File: config.mk
export PLATFORM = sky130hd
export DESIGN_NAME = serial_port_control
export DESIGN_NICKNAME = d
export VERILOG_FILES = /design/src/hw/serial_port_pkg.sv /design/src/hw/serial_frame_engine.sv /design/src/hw/serial_port_control.sv
export VERILOG_INCLUDE_DIRS = /design/src /design/src/hw
export SDC_FILE = /design/constraint.sdc
export NUM_CORES = 1
export LEC_CHECK = 0
export BUFFER_PORTS_ARGS = -buffer_cell sky130_fd_sc_hd__clkbuf_2
export CORE_MARGIN = 2
export CORE_UTILIZATION = 45
export DETAILED_ROUTE_END_ITERATION = 6
export PLACE_DENSITY = 0.61
export SETUP_SLACK_MARGIN = 0.2
export SYNTH_ARGS = -nofsm -noshare
export SYNTH_HDL_FRONTEND = slang
export SYNTH_SLANG_ARGS = --single-unit
File: constraint.sdc
create_clock -name i_mclk -period 2.2 [get_ports i_mclk]
set_input_delay 0.22 -clock i_mclk [delete_from_list [all_inputs] [get_ports i_mclk]]
set_output_delay 0.22 -clock i_mclk [all_outputs]
set_load 0.05 [all_outputs]
File: src/hw/serial_port_map.svh
// register map, field positions, reset values and frame lengths of the serial port
`ifndef SERIAL_PORT_MAP_SVH
`define SERIAL_PORT_MAP_SVH
// ==========================================================
// register offsets on the special-function bus
`define SLAVE_ADDRESS_MASK_OFS 8'hAE
`define SERIAL_CONTROL_OFS 8'hF1
`define SERIAL_DATA_BUFFER_OFS 8'hF2
`define SLAVE_ADDRESS_OFS 8'hF3
`define REG_RESET_VALUE 8'h00
// ==========================================================
// serial_control field positions
`define RECEIVE_DONE_BIT 0
`define TRANSMIT_DONE_BIT 1
`define RX_NINTH_BIT 2
`define TX_NINTH_BIT 3
`define RECEIVE_ENABLE_BIT 4
`define MULTIPROC_BIT 5
`define MODE_LO_BIT 6
`define MODE_HI_BIT 7
// ==========================================================
// frame lengths in bit times, and an idle shift pattern
`define FRAME_LEN_SYNC 4'h8
`define FRAME_LEN_ASYNC8 4'hA
`define FRAME_LEN_ASYNC9 4'hB
`define FRAME_LEN_MAX 4'hB
`define FRAME_IDLE 11'h7FF
`endif

File: src/hw/serial_port_pkg.sv
// types shared by the serial port control logic and its frame engine
`default_nettype none
package serial_port_pkg;
   // operating mode as {mode_select_hi, mode_select_lo}
   typedef enum logic [1:0] {
      MODE_SYNC = 2'h0,
      MODE_ASYNC8 = 2'h1,
      MODE_ASYNC9_FIXED = 2'h2,
      MODE_ASYNC9_VAR = 2'h3
   } mode_type;
   typedef enum logic {SHIFT_IDLE = 1'b0, SHIFT_RUN = 1'b1} shift_state_type;
   // one received frame, valid for a single cycle
   typedef struct packed {
      logic valid;
      logic [7:0] data;
      logic ninth;
      logic stop;
   } rx_event_type;
   // transmit request from the data buffer write
   typedef struct packed {
      logic start;
      logic [7:0] data;
      logic ninth;
   } tx_req_type;
endpackage
`default_nettype wire

File: src/hw/serial_frame_engine.sv
// bit-level shifter: sends and receives one frame per request, one bit per baud tick
`include "serial_port_map.svh"
`default_nettype none
module serial_frame_engine (
   input wire logic i_mclk, // system clock
   input wire logic i_arst_n, // async reset, active low
   input wire logic i_baud_tick, // one pulse per bit time (mid-bit for receive)
   input wire serial_port_pkg::mode_type i_mode, // operating mode
   input wire logic i_rx_enable, // receiver enabled
   input wire serial_port_pkg::tx_req_type i_tx, // transmit request
   input wire logic i_rxd, // receive pin, asynchronous
   output logic o_txd, // transmit pin
   output logic o_tx_busy, // frame in flight
   output logic o_tx_done, // one-cycle pulse: byte sent
   output serial_port_pkg::rx_event_type o_rx // received frame
);
   serial_port_pkg::shift_state_type tx_state_q, rx_state_q;
   logic [10:0] tx_sh_q, rx_sh_q, rx_full, rx_just;
   logic [3:0] tx_cnt_q, rx_cnt_q, rx_len;
   logic txd_q, tx_done_q, rxd_meta_q, rxd_sync_q;
   serial_port_pkg::rx_event_type rx_q;

   // frame length in bit times for a mode
   function automatic logic [3:0] frame_len(input serial_port_pkg::mode_type m);
      unique case (m)
         serial_port_pkg::MODE_SYNC: frame_len = `FRAME_LEN_SYNC;
         serial_port_pkg::MODE_ASYNC8: frame_len = `FRAME_LEN_ASYNC8;
         serial_port_pkg::MODE_ASYNC9_FIXED,
         serial_port_pkg::MODE_ASYNC9_VAR: frame_len = `FRAME_LEN_ASYNC9;
      endcase
   endfunction

   // ==========================================================
   // transmitter
   // async frames are loaded start-bit first; sync sends only the 8 data bits
   always_ff @(posedge i_mclk or negedge i_arst_n) begin
      if (!i_arst_n) begin
         tx_state_q <= serial_port_pkg::SHIFT_IDLE;
         tx_sh_q <= `FRAME_IDLE;
         tx_cnt_q <= 4'h0;
         txd_q <= 1'b1;
         tx_done_q <= 1'b0;
      end else begin
         tx_done_q <= 1'b0;
         unique case (tx_state_q)
            serial_port_pkg::SHIFT_IDLE: begin
               if (i_tx.start) begin
                  tx_state_q <= serial_port_pkg::SHIFT_RUN;
                  tx_cnt_q <= 4'h0;
                  unique case (i_mode)
                     serial_port_pkg::MODE_SYNC: tx_sh_q <= {3'h7, i_tx.data};
                     serial_port_pkg::MODE_ASYNC8: tx_sh_q <= {2'h3, i_tx.data, 1'b0};
                     serial_port_pkg::MODE_ASYNC9_FIXED,
                     serial_port_pkg::MODE_ASYNC9_VAR:
                        tx_sh_q <= {1'b1, i_tx.ninth, i_tx.data, 1'b0};
                  endcase
               end
            end
            serial_port_pkg::SHIFT_RUN: begin
               if (i_baud_tick) begin
                  if (tx_cnt_q == frame_len(i_mode)) begin
                     // last bit time over: line back to idle
                     tx_state_q <= serial_port_pkg::SHIFT_IDLE;
                     txd_q <= 1'b1;
                     tx_done_q <= (i_mode == serial_port_pkg::MODE_SYNC);
                  end else begin
                     txd_q <= tx_sh_q[0];
                     tx_sh_q <= {1'b1, tx_sh_q[10:1]};
                     tx_cnt_q <= tx_cnt_q + 4'h1;
                     // stop bit just launched in the async modes
                     tx_done_q <= (i_mode != serial_port_pkg::MODE_SYNC) &&
                                  (tx_cnt_q + 4'h1 == frame_len(i_mode));
                  end
               end
            end
         endcase
      end
   end

   // ==========================================================
   // receiver
   // two flops before anything looks at the pin
   always_ff @(posedge i_mclk or negedge i_arst_n) begin
      if (!i_arst_n) begin
         rxd_meta_q <= 1'b1;
         rxd_sync_q <= 1'b1;
      end else begin
         rxd_meta_q <= i_rxd;
         rxd_sync_q <= rxd_meta_q;
      end
   end

   // right-justify the captured samples so bit 0 is the first sample
   always_comb begin
      rx_len = frame_len(i_mode);
      rx_full = {rxd_sync_q, rx_sh_q[10:1]};
      rx_just = rx_full >> (`FRAME_LEN_MAX - rx_len);
   end

   // dropping the receive enable aborts a frame in progress
   always_ff @(posedge i_mclk or negedge i_arst_n) begin
      if (!i_arst_n) begin
         rx_state_q <= serial_port_pkg::SHIFT_IDLE;
         rx_sh_q <= `FRAME_IDLE;
         rx_cnt_q <= 4'h0;
         rx_q <= '0;
      end else begin
         rx_q.valid <= 1'b0;
         unique case (rx_state_q)
            serial_port_pkg::SHIFT_IDLE: begin
               if (i_rx_enable &&
                   (i_mode == serial_port_pkg::MODE_SYNC || !rxd_sync_q)) begin
                  rx_state_q <= serial_port_pkg::SHIFT_RUN;
                  rx_cnt_q <= 4'h0;
               end
            end
            serial_port_pkg::SHIFT_RUN: begin
               if (!i_rx_enable) begin
                  rx_state_q <= serial_port_pkg::SHIFT_IDLE;
               end else if (i_baud_tick) begin
                  rx_sh_q <= rx_full;
                  rx_cnt_q <= rx_cnt_q + 4'h1;
                  if (rx_cnt_q + 4'h1 == rx_len) begin
                     rx_state_q <= serial_port_pkg::SHIFT_IDLE;
                     rx_q.valid <= 1'b1;
                     if (i_mode == serial_port_pkg::MODE_SYNC) begin
                        rx_q.data <= rx_just[7:0];
                        rx_q.ninth <= 1'b0;
                        rx_q.stop <= 1'b1;
                     end else begin
                        rx_q.data <= rx_just[8:1];
                        rx_q.ninth <= rx_just[9];
                        rx_q.stop <= rxd_sync_q;
                     end
                  end
               end
            end
         endcase
      end
   end

   assign o_txd = txd_q;
   assign o_tx_done = tx_done_q;
   assign o_tx_busy = (tx_state_q == serial_port_pkg::SHIFT_RUN);
   assign o_rx = rx_q;
endmodule
`default_nettype wire

File: src/hw/serial_port_control.sv
// control, data buffer and address match of the second serial port
`include "serial_port_map.svh"
`default_nettype none
module serial_port_control (
   input wire logic i_mclk, // system clock, 125 MHz
   input wire logic i_arst_n, // async reset, active low
   input wire logic [7:0] i_sfr_addr, // register address
   input wire logic i_sfr_wr, // write strobe, one cycle
   input wire logic i_sfr_rd, // read strobe, one cycle
   input wire logic [7:0] i_sfr_wdata, // write data
   output logic [7:0] o_sfr_rdata, // read data, valid the cycle after i_sfr_rd
   input wire logic i_status_view_select, // status view bit of power_control_reg
   input wire logic i_baud_tick, // bit-time pulse from the baud generator
   input wire logic i_rxd, // receive pin
   output logic o_txd, // transmit pin
   output logic o_irq // port interrupt request, level
);
   logic [1:0] mode_q;
   logic multiproc_enable_q, receive_enable_q, tx_ninth_bit_q, rx_ninth_bit_q;
   logic transmit_done_flag_q, receive_done_flag_q;
   logic frame_error_flag_q, receive_overrun_flag_q, transmit_collision_flag_q;
   logic unread_q;
   logic [7:0] rx_latch_q, slave_address_q, slave_address_mask_q, rdata_q;
   logic wr_ctrl, wr_data, rd_data, accept, tx_busy, tx_done;
   logic is_async, is_9bit;
   serial_port_pkg::mode_type mode;
   serial_port_pkg::rx_event_type rx_evt;
   serial_port_pkg::tx_req_type tx_req;

   // masked compare of one address byte against a pattern
   function automatic logic masked_eq(input logic [7:0] a, input logic [7:0] b,
                                      input logic [7:0] m);
      masked_eq = ((a ^ b) & m) == 8'h00;
   endfunction

   // ==========================================================
   // register decode
   assign wr_ctrl = i_sfr_wr && (i_sfr_addr == `SERIAL_CONTROL_OFS);
   assign wr_data = i_sfr_wr && (i_sfr_addr == `SERIAL_DATA_BUFFER_OFS);
   assign rd_data = i_sfr_rd && (i_sfr_addr == `SERIAL_DATA_BUFFER_OFS);
   assign mode = serial_port_pkg::mode_type'(mode_q);
   assign is_async = (mode != serial_port_pkg::MODE_SYNC);
   assign is_9bit = mode_q[1];

   // ==========================================================
   // receive qualification
   // an address byte passes on the own address or on the broadcast pattern
   always_comb begin
      logic hit;
      hit = masked_eq(rx_evt.data, slave_address_q, slave_address_mask_q) ||
            masked_eq(rx_evt.data, slave_address_q | slave_address_mask_q,
                      slave_address_q | slave_address_mask_q);
      unique case (mode)
         serial_port_pkg::MODE_SYNC: accept = rx_evt.valid;
         serial_port_pkg::MODE_ASYNC8:
            accept = rx_evt.valid && (!multiproc_enable_q || rx_evt.stop);
         serial_port_pkg::MODE_ASYNC9_FIXED,
         serial_port_pkg::MODE_ASYNC9_VAR:
            accept = rx_evt.valid && (!multiproc_enable_q || (rx_evt.ninth && hit));
      endcase
   end

   // ==========================================================
   // mode and configuration bits
   // mode bits are only writable while the status view is off
   always_ff @(posedge i_mclk or negedge i_arst_n) begin
      if (!i_arst_n) begin
         mode_q <= 2'h0;
         multiproc_enable_q <= 1'b0;
         receive_enable_q <= 1'b0;
         tx_ninth_bit_q <= 1'b0;
         slave_address_q <= `REG_RESET_VALUE;
         slave_address_mask_q <= `REG_RESET_VALUE;
      end else begin
         if (wr_ctrl && !i_status_view_select) begin
            mode_q <= {i_sfr_wdata[`MODE_HI_BIT], i_sfr_wdata[`MODE_LO_BIT]};
            multiproc_enable_q <= i_sfr_wdata[`MULTIPROC_BIT];
         end
         if (wr_ctrl) begin
            receive_enable_q <= i_sfr_wdata[`RECEIVE_ENABLE_BIT];
            tx_ninth_bit_q <= i_sfr_wdata[`TX_NINTH_BIT];
         end
         if (i_sfr_wr && i_sfr_addr == `SLAVE_ADDRESS_OFS) begin
            slave_address_q <= i_sfr_wdata;
         end
         if (i_sfr_wr && i_sfr_addr == `SLAVE_ADDRESS_MASK_OFS) begin
            slave_address_mask_q <= i_sfr_wdata;
         end
      end
   end

   // ==========================================================
   // transmit and receive flags
   // hardware only sets; a set in the same cycle as a software write wins
   always_ff @(posedge i_mclk or negedge i_arst_n) begin
      if (!i_arst_n) begin
         transmit_done_flag_q <= 1'b0;
         receive_done_flag_q <= 1'b0;
      end else begin
         if (tx_done) begin
            transmit_done_flag_q <= 1'b1;
         end else if (wr_ctrl) begin
            transmit_done_flag_q <= i_sfr_wdata[`TRANSMIT_DONE_BIT];
         end
         if (accept) begin
            receive_done_flag_q <= 1'b1;
         end else if (wr_ctrl) begin
            receive_done_flag_q <= i_sfr_wdata[`RECEIVE_DONE_BIT];
         end
      end
   end

   // ==========================================================
   // receive latch and ninth bit
   always_ff @(posedge i_mclk or negedge i_arst_n) begin
      if (!i_arst_n) begin
         rx_latch_q <= `REG_RESET_VALUE;
         rx_ninth_bit_q <= 1'b0;
         unread_q <= 1'b0;
      end else begin
         if (accept) begin
            rx_latch_q <= rx_evt.data;
         end
         if (accept && is_9bit) begin
            rx_ninth_bit_q <= rx_evt.ninth;
         end else if (accept && mode == serial_port_pkg::MODE_ASYNC8 && !multiproc_enable_q) begin
            rx_ninth_bit_q <= rx_evt.stop;
         end else if (wr_ctrl) begin
            rx_ninth_bit_q <= i_sfr_wdata[`RX_NINTH_BIT];
         end
         // a byte arriving with the read still counts as unread
         if (accept) begin
            unread_q <= 1'b1;
         end else if (rd_data) begin
            unread_q <= 1'b0;
         end
      end
   end

   // ==========================================================
   // status bits: sticky, cleared by writing 0 through the status view
   always_ff @(posedge i_mclk or negedge i_arst_n) begin
      if (!i_arst_n) begin
         frame_error_flag_q <= 1'b0;
         receive_overrun_flag_q <= 1'b0;
         transmit_collision_flag_q <= 1'b0;
      end else begin
         if (rx_evt.valid && is_async && !rx_evt.stop) begin
            frame_error_flag_q <= 1'b1;
         end else if (wr_ctrl && i_status_view_select) begin
            frame_error_flag_q <= i_sfr_wdata[`MODE_HI_BIT];
         end
         if (accept && is_async && unread_q) begin
            receive_overrun_flag_q <= 1'b1;
         end else if (wr_ctrl && i_status_view_select) begin
            receive_overrun_flag_q <= i_sfr_wdata[`MODE_LO_BIT];
         end
         if (wr_data && tx_busy) begin
            transmit_collision_flag_q <= 1'b1;
         end else if (wr_ctrl && i_status_view_select) begin
            transmit_collision_flag_q <= i_sfr_wdata[`MULTIPROC_BIT];
         end
      end
   end

   // ==========================================================
   // read port, registered; unmapped addresses read zero
   always_ff @(posedge i_mclk or negedge i_arst_n) begin
      if (!i_arst_n) begin
         rdata_q <= `REG_RESET_VALUE;
      end else if (i_sfr_rd) begin
         unique case (i_sfr_addr)
            `SERIAL_CONTROL_OFS: rdata_q <= {
               i_status_view_select ? {frame_error_flag_q, receive_overrun_flag_q,
                                       transmit_collision_flag_q}
                                    : {mode_q, multiproc_enable_q},
               receive_enable_q, tx_ninth_bit_q, rx_ninth_bit_q,
               transmit_done_flag_q, receive_done_flag_q};
            `SERIAL_DATA_BUFFER_OFS: rdata_q <= rx_latch_q;
            `SLAVE_ADDRESS_OFS: rdata_q <= slave_address_q;
            `SLAVE_ADDRESS_MASK_OFS: rdata_q <= slave_address_mask_q;
            default: rdata_q <= 8'h00;
         endcase
      end
   end

   // a write while busy is flagged and dropped so the frame on the line stays intact
   assign tx_req = '{start: wr_data && !tx_busy, data: i_sfr_wdata,
                     ninth: tx_ninth_bit_q};
   assign o_sfr_rdata = rdata_q;
   assign o_irq = transmit_done_flag_q || receive_done_flag_q;

   serial_frame_engine u_engine (
      .i_mclk(i_mclk),
      .i_arst_n(i_arst_n),
      .i_baud_tick(i_baud_tick),
      .i_mode(mode),
      .i_rx_enable(receive_enable_q),
      .i_tx(tx_req),
      .i_rxd(i_rxd),
      .o_txd(o_txd),
      .o_tx_busy(tx_busy),
      .o_tx_done(tx_done),
      .o_rx(rx_evt)
   );
endmodule
`default_nettype wire

==> flow_summary.toml, run 1 <==
[status]
run_status = "finished, final reports clean"

[clocking]
clkSinkCount = 88
worstSkewPairLatency_ns = 0.35
cts_tree = "built"
cts_made_buffers = 9
clock_path_buffers = 2
cts-root-buf = "sky130_fd_sc_hd__clkbuf_8"
ctsHtreeMaxLevel = 3
clock_slew_at_the_register_clock_pins_of_the_worst_setup_and_hold_paths_ns = 0.09

[worst_hold_path]
timing.hold.worst.class = "in -> reg"
timing.hold.worst.start = "i_sfr_wdata[1]"
hold_worst_path_end = "slave_address_q[1]"
worstHoldPathCells = 2

[sta]
finalCritPeriodShare_pct = 89.0
slew_headroom_pct = 64.5
max_freq_ghz = 0.511
finalSetupViolations = 0
timing.clock.skew_ns = 0.00941
worst-slew-pin-transition_ns = 0.529
fin_crit_ns = 1.96
timing.final.max_slew_violations = 0
finalHoldViolations = 0
postLayoutSetupSlackWorst_ns = 0.242
rsz_0062_raised_after_global_routing = "false"
whs_ns = 0.186

[setup_path]
rrSetupSlack_ns = 0.24
critPathKind = "reg -> reg"
critPathLaunchType = "register"
worstSetupEndpointType = "register"
critical_path_peak_fanout = 13
cp_data_arrival_time_ns = 2.20
regToRegEndpoint = "rx_latch_q[2]"
critPathRequiredTime_ns = 2.44
rr_startpoint = "mode[0]"
worstRegToRegCells = 5

[final_layout]
drive_above_1_share_pct = 30.0
layout_common_cells = "sky130_fd_sc_hd__nand2_1, sky130_fd_sc_hd__dfrtp_1, sky130_fd_sc_hd__mux2_2, sky130_fd_sc_hd__clkbuf_2, sky130_fd_sc_hd__o21ai_0"
layout_commonest_cell = "sky130_fd_sc_hd__nand2_1"
layout.nets = 495
synthToLayoutAreaGrowth_pct = 14.5
instances_no_fill = 607
num_antenna_cells = 0
finish.utilization_pct = 52.5

[drt]
drt_pass1_iterations = 5
drt-vias-per-instance = 5.40
avgRoutedWirePerCell_um = 16.5
drt_wl_total_um = 9990
vias = 3277
drc = 0
ant_nets = 0
initialDrtViolationCount = 117

[yosys]
yosys.cell_types.count = 51
yosys_warning_total = 0
post_synth_xor_area_fraction_pct = 2.96
synth_enable_flop_cells = 0
synth_adder_area_share_pct = 0.564
synth-main-ff-cell = "sky130_fd_sc_hd__dfrtp_1"
synth-seq-cells = 88
post_synth_mux_area_share_pct = 13.8
synthesis.area_per_instance_um2 = 10.4
asr_flop_ratio_synth_pct = 100
synthesis.nets = 450
synth_top_family_by_area = "compound AO/OA/AOI/OAI gates"
synth-compound-area-share_pct = 15.6
synth_sequential_area_ratio_pct = 50.2
yosys.area_share.simple_pct = 13.1
syn-cell-area_mm2 = 0.00444
netlist_instances = 425

[place]
dp_worst_setup_slack_ns = -0.0129
detailedPlacementHpwl_um = 7060
number_of_buffer_cells_added_on_primary_ports = 32
gpl.final_weighted_congestion = 0.893
placed_cells = 586

[global_routing]
groute.layer.met1.usage_pct = 27.5
grt_pass1_vias = 3099
grt_start_max_net_pins = 46
grt_overflow_total = 0
globalRouteMet3Util_pct = 3.56
wire_length_of_the_first_global_routing_pass_um = 16100
grt-busiest-layer = "met2"
globalRouteMet2Util_pct = 31.8
grt.total_usage_pct = 20.0
antenna_found_initial = 0

[die]
die_height_um = 103
die-area_mm2 = 0.0107
die_width_um = 103
initial_utilization_pct = 45.8
core.rowCount = 36
top_level_ports = 33
fp.coreArea_mm2 = 0.00968

[power_and_ir_drop]
p_leak_nw = 2.37
vdd_drop_max_mv = 0.392
power.total_mw = 3.40
pwr_density_cell_mw_per_mm2 = 669

[run]
cap_violations = 0
worst max-delay path: stages (launching register included):
cell                      delay (ns)
sky130_fd_sc_hd__dfrtp_1        0.39
sky130_fd_sc_hd__nor2b_1        0.13
sky130_fd_sc_hd__o21ai_0        0.42
sky130_fd_sc_hd__o21a_1         0.26
sky130_fd_sc_hd__o31a_4         0.29
sky130_fd_sc_hd__mux2_2         0.36
layout make-up:
type	count	area, um2
inverter	11	41.3
fill	891	4600
multi-input combinational	303	2070
sequential	88	2230
tap	133	166
clock inverter	4	46.3
timing repair buffer	57	392
clock buffer	11	131
worst max path at each step:
| stage | slack, ns | end | from |
|---|---|---|---|
| 2_1_floorplan | 0.30 | u_engine.o_rx[2] | u_engine.rx_cnt_q[0] |
| 3_3_place_gp | 0.01 | rx_latch_q[2] | mode[1] |
| 3_5_place_dp | -0.01 | rx_latch_q[2] | mode[1] |
| 4_1_cts | 0.21 | u_engine.tx_sh_q[9] | mode[0] |
| 5_1_grt | 0.21 | rx_latch_q[1] | mode[0] |
| 6_report | 0.24 | rx_latch_q[2] | mode[0] |
synthesized netlist by cell type, types with 2 or more instances:
cell type                  number  area share, %
sky130_fd_sc_hd__xor2_1        12            2.4
sky130_fd_sc_hd__nor3_1         3           0.34
sky130_fd_sc_hd__o22ai_1       10            1.4
sky130_fd_sc_hd__nand3_1        7           0.79
sky130_fd_sc_hd__a21oi_1       20            2.3
sky130_fd_sc_hd__buf_2          6           0.68
sky130_fd_sc_hd__a221oi_1       8            1.6
sky130_fd_sc_hd__o21ai_0       27            3.0
sky130_fd_sc_hd__mux2_2        36            9.1
sky130_fd_sc_hd__o21a_1         3           0.51
sky130_fd_sc_hd__a22oi_1        4           0.68
sky130_fd_sc_hd__buf_6          4            1.0
sky130_fd_sc_hd__a22o_1         9            1.8
sky130_fd_sc_hd__inv_1         11           0.93
sky130_fd_sc_hd__a21o_1         2           0.34
sky130_fd_sc_hd__nor2_1        19            1.6
sky130_fd_sc_hd__o31a_1         2           0.39
sky130_fd_sc_hd__nor4_1         2           0.28
sky130_fd_sc_hd__ha_1           2           0.56
sky130_fd_sc_hd__dfstp_2       22             13
sky130_fd_sc_hd__and3b_1        3           0.59
sky130_fd_sc_hd__mux2_4         5            1.7
sky130_fd_sc_hd__nand2_1       70            5.9
sky130_fd_sc_hd__a211o_1        2           0.39
sky130_fd_sc_hd__nand2b_1       3           0.42
sky130_fd_sc_hd__o21bai_1       3           0.51
sky130_fd_sc_hd__mux2i_1       12            2.7
sky130_fd_sc_hd__nor2b_1        2           0.28
sky130_fd_sc_hd__o21ai_1       12            1.4
sky130_fd_sc_hd__xnor2_1        3           0.59
sky130_fd_sc_hd__dfrtp_1       66             37
sky130_fd_sc_hd__clkbuf_1      12            1.0
sky130_fd_sc_hd__and3_1         5           0.70
per-layer routing:
metal	vias up	part of all wire (%)
li1	1593	-
met1	1585	46
met2	88	48
met3	11	4.4
met4	0	2.0
met5	-	0
what timing repair did:
action,4_1_cts,5_1_grt
endpoints found under the hold margin,24,0
buffers inserted,0,4
setup endpoints to repair,14,25
resized for setup,2,6
gates cloned,0,0
hold buffers,2,0
sequential cells by signal, indices dropped and copies added (netlist names), 2 cells and up:
signal	flops
mode	2
o_sfr_rdata	8
rx_latch_q	8
slave_address_mask_q	8
slave_address_q	8
u_engine.o_rx	11
u_engine.rx_cnt_q	4
u_engine.rx_sh_q	9
u_engine.tx_cnt_q	4
u_engine.tx_sh_q	10
power by group:
group          total, mW  internal [mW]  switching [mW]
Clock               1.08          0.515           0.566
Combinational      0.409          0.167           0.242
Sequential          1.91           1.80           0.110
Total               3.40           2.48           0.918
stage by stage:
step,TNS (ns),instance area (um2)
final,0,5080
after floorplan,0,4440
after detailed placement,-0.0336,4820
after CTS,0,5020
after global routing,0,5080
after global placement,0,4820
kinds of logic (layout without fill, tap and decap cells):
group           after synthesis  in the layout
fa+ha+maj                     2              2
simple gates                125            125
buf+inv                      34             83
xor+xnor                     15             15
mux                          54             54
flops                        88             88
compound gates              107            107
Note: power is estimated with default switching activity, not from simulation.
==> run 2, diff against run 1 <==
--- a/config.mk
+++ b/config.mk
@@ -6,12 +6,14 @@
 export SDC_FILE = /design/constraint.sdc
 export NUM_CORES = 1
 export LEC_CHECK = 0
+export ABC_AREA = 0
 export BUFFER_PORTS_ARGS = -buffer_cell sky130_fd_sc_hd__clkbuf_2
 export CORE_MARGIN = 2
 export CORE_UTILIZATION = 45
 export DETAILED_ROUTE_END_ITERATION = 6
-export PLACE_DENSITY = 0.61
+export PLACE_DENSITY = 0.6
 export SETUP_SLACK_MARGIN = 0.2
 export SYNTH_ARGS = -nofsm -noshare
 export SYNTH_HDL_FRONTEND = slang
+export SYNTH_HIERARCHICAL = 1
 export SYNTH_SLANG_ARGS = --single-unit
==> run 2 against run 1 <==
Effect of this change:
- synthesized cell count shrank 3.5%
- total power grew 1.2%
- clock skew is 0.00080 ns lower
- sequential power decreased by 3%
- flip-flop and latch count stayed put
- first-iteration DRC count is 92% higher
- setup slack improved by 0.0071 ns
- die area increased by 4.7%
- global-route usage rose by 0.58 points
- largest power group unchanged
- highest routed layer unchanged
==> flow_summary.toml, run 2 <==
[yosys]
synth_sequential_area_ratio_pct = 47.9
synthTopCellsByCount = "sky130_fd_sc_hd__dfrtp_1, sky130_fd_sc_hd__mux2_2, sky130_fd_sc_hd__nand2_1, sky130_fd_sc_hd__mux2i_1, sky130_fd_sc_hd__o21ai_0"
synth_most_common_cell = "sky130_fd_sc_hd__dfrtp_1"
synth-seq-cells = 88
syn-cell-area_mm2 = 0.00465
yosys.area_share.simple_pct = 10.9
post_synth_mux_area_share_pct = 18.7
synth-main-ff-cell = "sky130_fd_sc_hd__dfrtp_1"
synthesis.nets = 435
synth-compound-area-share_pct = 16.2
synth_enable_flop_cells = 0
asr_flop_ratio_synth_pct = 100
synthesis.area_per_instance_um2 = 11.3
synth.top_cells.by_area = "sky130_fd_sc_hd__dfrtp_1, sky130_fd_sc_hd__dfstp_2, sky130_fd_sc_hd__mux2_2"
synth_top_family_by_area = "multiplexers"
yosys.cell_types.count = 56
synth_top_area_share_pct = 35.5
synth_adder_area_share_pct = 0.538
post_synth_xor_area_fraction_pct = 2.45
synth.largest_area_cell = "sky130_fd_sc_hd__dfrtp_1"
yosys_warning_total = 6
netlist_instances = 410

[sta]
final.setup.tns_ns = 0
postLayoutSetupSlackWorst_ns = 0.249
timing.clock.skew_ns = 0.00860
rsz_0062_raised_after_global_routing = "true"
worst-slew-pin-transition_ns = 0.575
finalCritPeriodShare_pct = 88.7
finalSetupViolations = 0
finalHoldViolations = 0
max_freq_ghz = 0.513
fin_crit_ns = 1.95
slew_headroom_pct = 61.4
timing.final.max_slew_violations = 0

[drt]
drt_wl_total_um = 10600
drt-vias-per-instance = 5.61
avgRoutedWirePerCell_um = 17.6
ant_nets = 0
drc = 0
vias = 3366
drt_pass1_iterations = 4
initialDrtViolationCount = 225

[final_layout]
instances_no_fill = 600
layout_common_cells = "sky130_fd_sc_hd__dfrtp_1, sky130_fd_sc_hd__mux2_2, sky130_fd_sc_hd__nand2_1, sky130_fd_sc_hd__clkbuf_2, sky130_fd_sc_hd__mux2i_1"
num_antenna_cells = 0
largest_reg_flops = 11
layout.nets = 484
seq_area_mm2 = 0.00223
nFillCells = 939
finish.utilization_pct = 52.2
synthToLayoutAreaGrowth_pct = 14.3
combined_area_of_the_multi_input_logic_cells_mm2 = 0.00229
drive_above_1_share_pct = 35.1
layout_commonest_cell = "sky130_fd_sc_hd__dfrtp_1"

[setup_path]
worstSetupEndpointType = "register"
worstRegToRegCells = 5
cp_data_arrival_time_ns = 2.20
critPathKind = "reg -> reg"
rr_startpoint = "u_engine/rx_cnt_q[0]"
critPathRequiredTime_ns = 2.45
critical_path_peak_fanout = 10
regToRegEndpoint = "u_engine/o_rx[2]"
rrSetupSlack_ns = 0.25
critPathLaunchType = "register"

[clocking]
worstSkewPairLatency_ns = 0.37
clock_path_buffers = 2
clkSinkCount = 88
cts_tree = "built"
cts_made_buffers = 9
cts-root-buf = "sky130_fd_sc_hd__clkbuf_8"
clock_slew_at_the_register_clock_pins_of_the_worst_setup_and_hold_paths_ns = 0.08
ctsHtreeMaxLevel = 3

[die]
top_level_ports = 33
die-area_mm2 = 0.0112
die_height_um = 106
die_width_um = 106
initial_utilization_pct = 45.7
fp.coreArea_mm2 = 0.0102
core.rowCount = 37

[power_and_ir_drop]
p_leak_nw = 2.35
power.share.sequential_pct = 53.8
internal_power_mw = 2.54
switching_share_pct = 26.3
power_switching_mw = 0.904
vdd_drop_max_mv = 0.261
clock_power_share_pct = 34.6
relative_contribution_of_combinational_cells_to_total_power_pct = 11.7
power.total_mw = 3.44
pwr_density_cell_mw_per_mm2 = 647

[global_routing]
grt.total_usage_pct = 20.5
wire_length_of_the_first_global_routing_pass_um = 17700
antenna_found_initial = 0
grt_start_max_net_pins = 50
grt_overflow_total = 0
grt_pass1_vias = 3463

[place]
dp_worst_setup_slack_ns = 0.188
placed_cells = 581
detailedPlacementHpwl_um = 7720
number_of_buffer_cells_added_on_primary_ports = 32
gpl.final_weighted_congestion = 0.841

[worst_hold_path]
timing.hold.worst.class = "in -> reg"
worstHoldPathCells = 2
timing.hold.worst.start = "i_sfr_wdata[3]"
hold_worst_path_end = "tx_ninth_bit_q"

[run]
cap_violations = 0

[status]
run_status = "finished, final reports clean"
## run 2: metrics by stage
| stage | instance area, um2 | hold WS, ns |
|---|---|---|
| 2_1_floorplan | 4650 | -0.0756 |
| 3_3_place_gp | 5060 | 0.238 |
| 3_5_place_dp | 5060 | 0.242 |
| 4_1_cts | 5300 | 0.129 |
| 5_1_grt | 5320 | 0.143 |
| 6_report | 5320 | 0.148 |
## run 2: power by group through the flow
stage / registers, mW / clock network [mW] / logic (mW)
after floorplan: 1.84 / 0 / 0.293
after CTS: 1.85 / 1.22 / 0.408
after global routing: 1.87 / 1.30 / 0.455
after detailed placement: 1.88 / 0 / 0.402
after global placement: 1.87 / 0 / 0.389
final: 1.85 / 1.19 / 0.402
## run 2: worst max-delay path, cell delays in order (launching register included)
cell	delay (ns)
sky130_fd_sc_hd__dfrtp_1	0.47
sky130_fd_sc_hd__ha_4	0.32
sky130_fd_sc_hd__nand3_1	0.13
sky130_fd_sc_hd__a2111oi_4	0.35
sky130_fd_sc_hd__buf_6	0.22
sky130_fd_sc_hd__mux2_2	0.34
## run 2: timing repair
item | in CTS | in global routing
endpoints found under the hold margin | 23 | 0
setup endpoints to repair | 1 | 16
gates cloned | 0 | 0
hold buffers | 2 | 0
setup buffers | 0 | 1
resized for setup | 1 | 4
## run 2: area by class of cell
type                            instances  share of cell area (%)
Clock buffer                           13                    3.17
Clock inverter                          3                   0.753
Sequential cell                        88                    41.9
Multi-Input combinational cell        290                    43.1
Inverter                               14                   0.988
Tap cell                              136                    3.20
Timing Repair Buffer                   56                    6.84
## run 2: how the worst max path moves through the flow
stage	startpoint	endpoint	slack (ns)	cells after the start
6_report	u_engine/rx_cnt_q[0]	u_engine/o_rx[2]	0.25	5
3_3_place_gp	u_engine/rx_cnt_q[0]	u_engine/o_rx[2]	0.22	5
3_5_place_dp	u_engine/rx_cnt_q[0]	u_engine/o_rx[2]	0.19	5
5_1_grt	mode[1]	u_engine/o_rx[2]	0.17	5
2_1_floorplan	u_engine/rx_cnt_q[0]	u_engine/o_rx[1]	0.32	5
4_1_cts	u_engine/rx_cnt_q[0]	u_engine/o_rx[2]	0.20	5
## run 2: cells by family (layout without fill, tap and decap cells)
logic type | after synthesis | count (layout)
AOI/OAI and AO/OA | 107 | 107
and+or+nand+nor | 90 | 90
muxes | 78 | 78
xor gates and xnor gates | 13 | 13
buffers and inverters | 32 | 86
DFF | 88 | 88
adders and majority gates | 2 | 2
## run 2: metal layers
layer | vias up | part of all wire (%) | global-route usage, %
li1 | 1612 | - | -
met1 | 1648 | 45 | 25.9
met2 | 89 | 48 | 34.2
met3 | 17 | 4.6 | 4.08
met4 | 0 | 2.4 | 8.83
met5 | - | 0 | 0
